[config.mk]
export PLATFORM = sky130hd
export DESIGN_NAME = afec_top
export DESIGN_NICKNAME = d
export VERILOG_FILES = /design/src/verilog/afec_pkg.sv /design/src/verilog/afec_top.sv /design/src/verilog/afec_sync_edge.sv /design/src/verilog/afec_scan_div.sv
export SDC_FILE = /design/constraint.sdc
export NUM_CORES = 1
export LEC_CHECK = 0
export BUFFER_PORTS_ARGS = -buffer_cell sky130_fd_sc_hd__buf_2
export CELL_PAD_IN_SITES_DETAIL_PLACEMENT = 1
export CELL_PAD_IN_SITES_GLOBAL_PLACEMENT = 1
export CORE_ASPECT_RATIO = 1.5
export CORE_MARGIN = 8
export CORE_UTILIZATION = 47
export CTS_CLUSTER_SIZE = 40
export DETAILED_ROUTE_END_ITERATION = 7
export GPL_ROUTABILITY_DRIVEN = 0
export GPL_TIMING_DRIVEN = 0
export PLACE_DENSITY_LB_ADDON = 0.08
export SLEW_MARGIN = 5
export SYNTH_ARGS = -nofsm -noshare
export SYNTH_HDL_FRONTEND = slang
export SYNTH_HIERARCHICAL = 1
export SYNTH_SLANG_ARGS = --single-unit
[constraint.sdc]
create_clock -name pclk -period 4.6 [get_ports pclk]
set_clock_uncertainty 0.2 [all_clocks]
set_input_delay 0.69 -clock pclk [delete_from_list [all_inputs] [get_ports pclk]]
set_output_delay 0.69 -clock pclk [all_outputs]
set_load 0.01 [all_outputs]
[src/verilog/afec_pkg.sv]
// Package for the auxiliary flip-flop and event counter block.
// Assumes an APB slave with 32-bit data and word-aligned registers.
package afec_pkg;

  // ********************************************************************
  // Register map
  // ********************************************************************
  localparam logic [7:0]  ADDR_COUNT_VALUE  = 8'h00;
  localparam logic [7:0]  ADDR_COUNT_TARGET = 8'h04;
  localparam logic [7:0]  ADDR_IRQ_STATUS   = 8'h08;
  localparam logic [7:0]  ADDR_IRQ_ENABLE   = 8'h0C;
  localparam logic [7:0]  ADDR_IRQ_CLEAR    = 8'h10;
  localparam logic [7:0]  ADDR_PIN_STATUS   = 8'h14;
  localparam logic [7:0]  ADDR_SCAN_CTRL    = 8'h18;

  localparam logic [31:0] TARGET_RESET      = 32'h0000_0000;
  localparam logic [31:0] SCAN_DIV_RESET    = 32'h0000_9C3F;

  // ********************************************************************
  // Event bits
  // ********************************************************************
  localparam int          NUM_EVENTS        = 4;
  localparam int          EV_FF_SET         = 0;
  localparam int          EV_FF_CLEAR       = 1;
  localparam int          EV_REACHED        = 2;
  localparam int          EV_COUNT_CLEAR    = 3;

  // ********************************************************************
  // Timing
  // ********************************************************************
  localparam int          CLK_HZ            = 40_000_000;
  localparam int          MIN_PULSE_US      = 2000;
  localparam int          MIN_PULSE_CYCLES  = MIN_PULSE_US * (CLK_HZ / 1_000_000);
  localparam int          NUM_INPUTS        = 4;

endpackage : afec_pkg

[src/verilog/afec_top.sv]
// Auxiliary set/reset flip-flop and event counter with APB registers.
// Assumes function-bit inputs are asynchronous levels from drive pins.
`timescale 1ns/1ps
module afec_top import afec_pkg::*; #(
  parameter int COUNT_W = 32
) (
  // Clock and reset
  input  wire logic                  pclk,
  input  wire logic                  presetn,
  // APB slave
  input  wire logic                  psel,
  input  wire logic                  penable,
  input  wire logic                  pwrite,
  input  wire logic [7:0]            paddr,
  input  wire logic [31:0]           pwdata,
  output logic      [31:0]           prdata,
  output logic                       pready,
  output logic                       pslverr,
  // Function-bit inputs
  input  wire logic                  flipflop_clear_in,
  input  wire logic                  flipflop_set_in,
  input  wire logic                  count_pulse_in,
  input  wire logic                  count_clear_in,
  // Function-bit outputs
  output logic                       flipflop_out,
  output logic                       count_reached_out,
  // Interrupt
  output logic                       irq
);

  // ********************************************************************
  // Register decode
  // ********************************************************************
  function automatic logic is_addr(input logic [7:0] a, input logic [7:0] ref_a);
    is_addr = (a == ref_a);
  endfunction : is_addr

  wire         acc      = psel & penable;
  wire         wr       = acc & pwrite;
  wire         hit_val  = is_addr(paddr, ADDR_COUNT_VALUE);
  wire         hit_tgt  = is_addr(paddr, ADDR_COUNT_TARGET);
  wire         hit_sts  = is_addr(paddr, ADDR_IRQ_STATUS);
  wire         hit_en   = is_addr(paddr, ADDR_IRQ_ENABLE);
  wire         hit_clr  = is_addr(paddr, ADDR_IRQ_CLEAR);
  wire         hit_pin  = is_addr(paddr, ADDR_PIN_STATUS);
  wire         hit_scan = is_addr(paddr, ADDR_SCAN_CTRL);
  wire         mapped   = hit_val | hit_tgt | hit_sts | hit_en | hit_clr | hit_pin | hit_scan;

  logic [COUNT_W-1:0]    count_q;
  logic [COUNT_W-1:0]    target_q;
  logic [31:0]           scan_q;
  logic [NUM_EVENTS-1:0] sts_q;
  logic [NUM_EVENTS-1:0] en_q;
  logic                  ff_q;
  logic                  reached_q;
  logic                  irq_q;
  logic [31:0]           prdata_q;
  logic                  pready_q;
  logic                  pslverr_q;

  // ********************************************************************
  // Input scanning
  // ********************************************************************
  // The scan period stands in for the software scan; inputs shorter than it may be missed.
  logic                  tick;
  logic [NUM_INPUTS-1:0] pins;
  logic [NUM_INPUTS-1:0] lvl;
  logic [NUM_INPUTS-1:0] rise;

  assign pins = {count_clear_in, count_pulse_in, flipflop_set_in, flipflop_clear_in};

  afec_scan_div u_div (
    .pclk    (pclk),
    .presetn (presetn),
    .period  (scan_q),
    .tick    (tick)
  );

  genvar gi;
  generate
    for (gi = 0; gi < NUM_INPUTS; gi++) begin : g_in
      afec_sync_edge u_edge (
        .pclk      (pclk),
        .presetn   (presetn),
        .sample_en (tick),
        .pin_in    (pins[gi]),
        .level_out (lvl[gi]),
        .rise_out  (rise[gi])
      );
    end
  endgenerate

  wire ff_clr_rise  = rise[0];
  wire ff_set_rise  = rise[1];
  wire cnt_rise     = rise[2];
  wire cnt_clr_rise = rise[3];

  // ********************************************************************
  // Flip-flop
  // ********************************************************************
  // Both edges in one tick: clear wins, the safer state for a drive.
  wire ff_d = ff_clr_rise ? 1'b0 : (ff_set_rise ? 1'b1 : ff_q);

  always_ff @(posedge pclk or negedge presetn) begin
    if (!presetn) begin
      ff_q <= 1'b0;
    end else begin
      ff_q <= ff_d;
    end
  end

  // ********************************************************************
  // Counter
  // ********************************************************************
  // The count saturates rather than wrapping so reached cannot fall silently.
  wire                count_max = &count_q;
  wire [COUNT_W-1:0]  count_d   = cnt_clr_rise ? '0 :
                                  (cnt_rise && !count_max) ? count_q + 1'b1 :
                                  count_q;
  wire                reached_d = (count_d >= target_q);

  always_ff @(posedge pclk or negedge presetn) begin
    if (!presetn) begin
      count_q   <= '0;
      reached_q <= 1'b0;
    end else begin
      count_q   <= count_d;
      reached_q <= reached_d;
    end
  end

  // ********************************************************************
  // Interrupts
  // ********************************************************************
  logic [NUM_EVENTS-1:0] ev;
  assign ev[EV_FF_SET]      = ff_set_rise;
  assign ev[EV_FF_CLEAR]    = ff_clr_rise;
  assign ev[EV_REACHED]     = reached_d & ~reached_q;
  assign ev[EV_COUNT_CLEAR] = cnt_clr_rise;

  wire [NUM_EVENTS-1:0] clr_mask = (wr && hit_clr) ? pwdata[NUM_EVENTS-1:0] : '0;
  wire [NUM_EVENTS-1:0] sts_d    = (sts_q & ~clr_mask) | ev;

  always_ff @(posedge pclk or negedge presetn) begin
    if (!presetn) begin
      sts_q <= '0;
      irq_q <= 1'b0;
    end else begin
      sts_q <= sts_d;
      irq_q <= |(sts_d & en_q);
    end
  end

  // ********************************************************************
  // Register writes
  // ********************************************************************
  always_ff @(posedge pclk or negedge presetn) begin
    if (!presetn) begin
      target_q <= COUNT_W'(TARGET_RESET);
      en_q     <= '0;
      scan_q   <= SCAN_DIV_RESET;
    end else if (wr) begin
      if (hit_tgt) begin
        target_q <= pwdata[COUNT_W-1:0];
      end
      if (hit_en) begin
        en_q <= pwdata[NUM_EVENTS-1:0];
      end
      if (hit_scan) begin
        scan_q <= pwdata;
      end
    end
  end

  // ********************************************************************
  // Read path
  // ********************************************************************
  wire [31:0] rd_mux = hit_val  ? 32'(count_q) :
                       hit_tgt  ? 32'(target_q) :
                       hit_sts  ? 32'(sts_q) :
                       hit_en   ? 32'(en_q) :
                       hit_pin  ? 32'({count_reached_out, flipflop_out, lvl}) :
                       hit_scan ? scan_q :
                       32'h0000_0000;

  always_ff @(posedge pclk or negedge presetn) begin
    if (!presetn) begin
      prdata_q  <= 32'h0000_0000;
      pready_q  <= 1'b0;
      pslverr_q <= 1'b0;
    end else begin
      pready_q  <= psel & ~penable;
      pslverr_q <= psel & ~penable & ~is_addr(paddr, paddr & 8'hFC) | (psel & ~penable & ~mapped);
      prdata_q  <= (psel & ~penable & ~pwrite) ? rd_mux : 32'h0000_0000;
    end
  end

  // ********************************************************************
  // Outputs
  // ********************************************************************
  assign flipflop_out      = ff_q;
  assign count_reached_out = reached_q;
  assign irq               = irq_q;
  assign prdata            = prdata_q;
  assign pready            = pready_q;
  assign pslverr           = pslverr_q;

endmodule : afec_top

[src/verilog/afec_sync_edge.sv]
// Two-flop synchroniser with rising edge detection on a sampling enable.
// Assumes the input is an asynchronous pin level.
`timescale 1ns/1ps
module afec_sync_edge import afec_pkg::*; (
  // Clock and reset
  input  wire logic pclk,
  input  wire logic presetn,
  // Sampling
  input  wire logic sample_en,
  input  wire logic pin_in,
  // Result
  output logic      level_out,
  output logic      rise_out
);

  logic meta_q;
  logic sync_q;
  logic level_q;
  logic rise_q;

  always_ff @(posedge pclk or negedge presetn) begin
    if (!presetn) begin
      meta_q <= 1'b0;
      sync_q <= 1'b0;
    end else begin
      meta_q <= pin_in;
      sync_q <= meta_q;
    end
  end

  // Sampling only on the scan tick catches a glitch shorter than a scan period only if it is present at a tick.
  always_ff @(posedge pclk or negedge presetn) begin
    if (!presetn) begin
      level_q <= 1'b0;
      rise_q  <= 1'b0;
    end else begin
      rise_q <= sample_en & sync_q & ~level_q;
      if (sample_en) begin
        level_q <= sync_q;
      end
    end
  end

  assign level_out = level_q;
  assign rise_out  = rise_q;

endmodule : afec_sync_edge

[src/verilog/afec_scan_div.sv]
// Divider producing a one-cycle scan tick from pclk.
// Assumes the period register is written by software at any time.
`timescale 1ns/1ps
module afec_scan_div import afec_pkg::*; (
  // Clock and reset
  input  wire logic        pclk,
  input  wire logic        presetn,
  // Control
  input  wire logic [31:0] period,
  // Tick
  output logic             tick
);

  logic [31:0] cnt_q;
  logic        tick_q;
  wire         wrap = (cnt_q >= period);

  always_ff @(posedge pclk or negedge presetn) begin
    if (!presetn) begin
      cnt_q  <= 32'h0000_0000;
      tick_q <= 1'b0;
    end else begin
      cnt_q  <= wrap ? 32'h0000_0000 : cnt_q + 32'h0000_0001;
      tick_q <= wrap;
    end
  end

  assign tick = tick_q;

endmodule : afec_scan_div

==> metrics.cfg <==
[setup_path]
start_kind=flip-flop
timing.critical_path.buf_inv=1
cp_slowest_cell=or4_1
cp.arrival_ns=4.53
cpLargestDelayFamily=simple AND/OR/NAND/NOR gates
worst-path-max-fanout=7
worst-setup-path-type=flip-flop to flip-flop
cpPeakStageDelay_ns=0.58
crit_required_ns=4.70
crit_path_frequent_cell=nor2_1
cp_cell_sequence=and4_1 > nand4_4 > or3_4 > or4_1 > xor2_1 > nor2_1 > ha_1 > nand4_1 > inv_1 > a221oi_1 > nor2_1 > a211oi_4 > o211ai_1
end_kind=flip-flop

[drt]
routed_via_density=5.67
drc=0
antenna_left=0
routed_wl_mm=28.6
drtIter0Drc=387
drtPass1Iterations=5
vias=7714
routedWlPerCell_um=21.1

[yosys]
ys_seq_elements=190
netlist_instances=976
syn_nets=1091
avgSynthCellArea_um2=10.2
yosysWarnings=6
synth_edf_count=0
yosys_most_used_dff=dfrtp_1
syn_area_um2=9960
async_flop_share_pct=100
yosysSeqAreaShare_pct=47.9
synth_cell_types=67

[clock_network]
cts_tree=done
root_buffer=clkbuf_16
htree_levels=4
cts_inserted_buffers=17
cts.sinks=190
clkSlewWorstSetupHoldPaths_ns=0.08
cts_max_path_buffers=2
clk_latency_ns=0.44
cts_hold_buf=0

[final_layout]
postLayoutCellArea_um2=11400
final_common_cell=dfrtp_1
antennaDiodeCount=0
area_delta_synth_final_pct=14.1
final_cell_mix=dfrtp_1, buf_2, nand2_1
drive_gt1_share_pct=20.1
fin_nets=1194

[timing]
fin_tns_setup_ns=0
period_needed_ns=4.43
fmax_mhz=226
max_slew_margin_pct=41.1
hold_viol=0
fin_crit_sh_pct=96.3
setup_viol=0
drv_slew=0
tightestPinTransition_ns=0.877

[die]
fp.dieW_um=135
initial_core_util_pct=47.7
die_area_um2=26200
rows=65
num_io_pins=86
die-height_um=194
core_um2=20900

[grt]
grt_pass1_wl_mm=46.4
grt_pass1_vias=8399
grt_max_degree=108
gr-total-overflow=0
antenna_found_initial=1
gr-usage-all-layers_pct=22.7

[run]
maxCapViolCount=0

[run_status]
outcome=finished clean

[power_and_ir_drop]
ir_drop_mv=0.262
power_density_nw_per_um2=334
p_leak_nw=5.35

[placement]
portBuffers=83
dpl-instance-area_um2=10800
hpwl_mm=22.0

[min_path]
hold_class=input pin to async pin

report_power, final:
group	internal (mW)	switching (mW)	leakage, nW	total, mW
logic	0.196	0.299	2.67	0.495
clock network	0.767	0.710	0.280	1.48
registers	1.74	0.0830	2.40	1.82
total	2.70	1.09	5.35	3.80
cells by family after synthesis:
family / count (synthesis) / share of synthesized area, %
xor gates and xnor gates: 50 / 4.40
muxes: 50 / 5.71
and+or+nand+nor: 331 / 17.6
buffers and inverters: 116 / 5.09
DFF: 190 / 47.9
adders and majority gates: 66 / 8.29
AOI/OAI and AO/OA: 173 / 11.1
stage by stage:
step / util (%) / hold WS (ns) / power (mW) / instances / worst slack [ns]
after global routing: 54.4 / 0.0943 / 3.96 / 1360 / -0.0157
after CTS: 54.2 / 0.0585 / 3.84 / 1360 / 0.0334
after detailed placement: 51.4 / 0.138 / 2.36 / 1328 / -0.150
after floorplan: - / 0.131 / 2.13 / 976 / 0.974
after global placement: 51.3 / 0.133 / 2.34 / 1327 / -0.579
final: 54.4 / 0.0556 / 3.80 / 1360 / 0.172
path summary, 6_finish.rpt:
kind	slack, ns	depth (start not counted)	start	to
max in group asynchronous	3.16	2	presetn	u_div/cnt_q[28]
min reg2reg	0.15	0	g_in[2].u_edge/meta_q	g_in[2].u_edge/sync_q
min in group pclk	0.15	0	g_in[2].u_edge/meta_q	g_in[2].u_edge/sync_q
min	0.06	1	presetn	count_q[0]
max reg2reg	0.17	13	count_q[9]	irq
max	0.17	13	count_q[9]	irq
registers in the layout, indices dropped and copies added, names as in the netlist, 32 cells and up:
name	flops
count_q	32
target_q	32
u_div/cnt_q	32
scan_q	32
prdata	32
synth_stat cells (all sizes together) (2+ instances only):
cell type	count	area, um2
dfrtp	180	4500
nand2	96	360
inv	77	289
ha	66	826
nor3	65	352
nor2	59	231
a21oi	56	280
o21ai	53	265
mux2	43	499
xnor2	32	280
nand4	23	195
a22oi	21	158
nand3	21	105
buf	20	126
xor2	18	158
clkbuf	17	73.8
and4	11	98.8
a222oi	10	100
dfstp	10	263
or3	10	68.8
and3	8	50.1
nor4	8	75.1
mux2i	7	70.1
nand2b	6	37.5
nor2b	6	37.5
or2	5	31.3
a21boi	4	30.0
a21o	4	30.0
a221oi	4	35.0
and3b	4	40.0
a211oi	3	22.5
and2	3	18.8
o2111ai	3	26.3
o211ai	3	22.5
or4	3	22.5
a2111oi	2	23.8
dlygate4sd1	2	17.5
o21a	2	15.0
repair_timing:
action                                 4_1_cts  5_1_grt
endpoints found under the hold margin        0        0
gates resized for setup                      1        4
setup endpoints to repair                    3        3
pin swaps                                    0        1
buffers inserted                             0        0
area by class of cell:
type	instances	area (um2)
multi-input combinational	670	4730
clock buffer	17	425
clock inverter	15	151
fill	2339	9540
sequential	190	4770
buffer	39	218
inverter	77	289
timing repair buffer	84	453
tap	268	335
layer usage:
metal | vias up | wire (um) | global-route usage (%)
met5 | - | 0 | 0
met4 | 0 | 900 | 9.48
met3 | 50 | 815 | 3.36
met2 | 139 | 14700 | 38.7
met1 | 3859 | 12200 | 28.0
li1 | 3666 | - | -
Power figures use the tool's default switching activity.
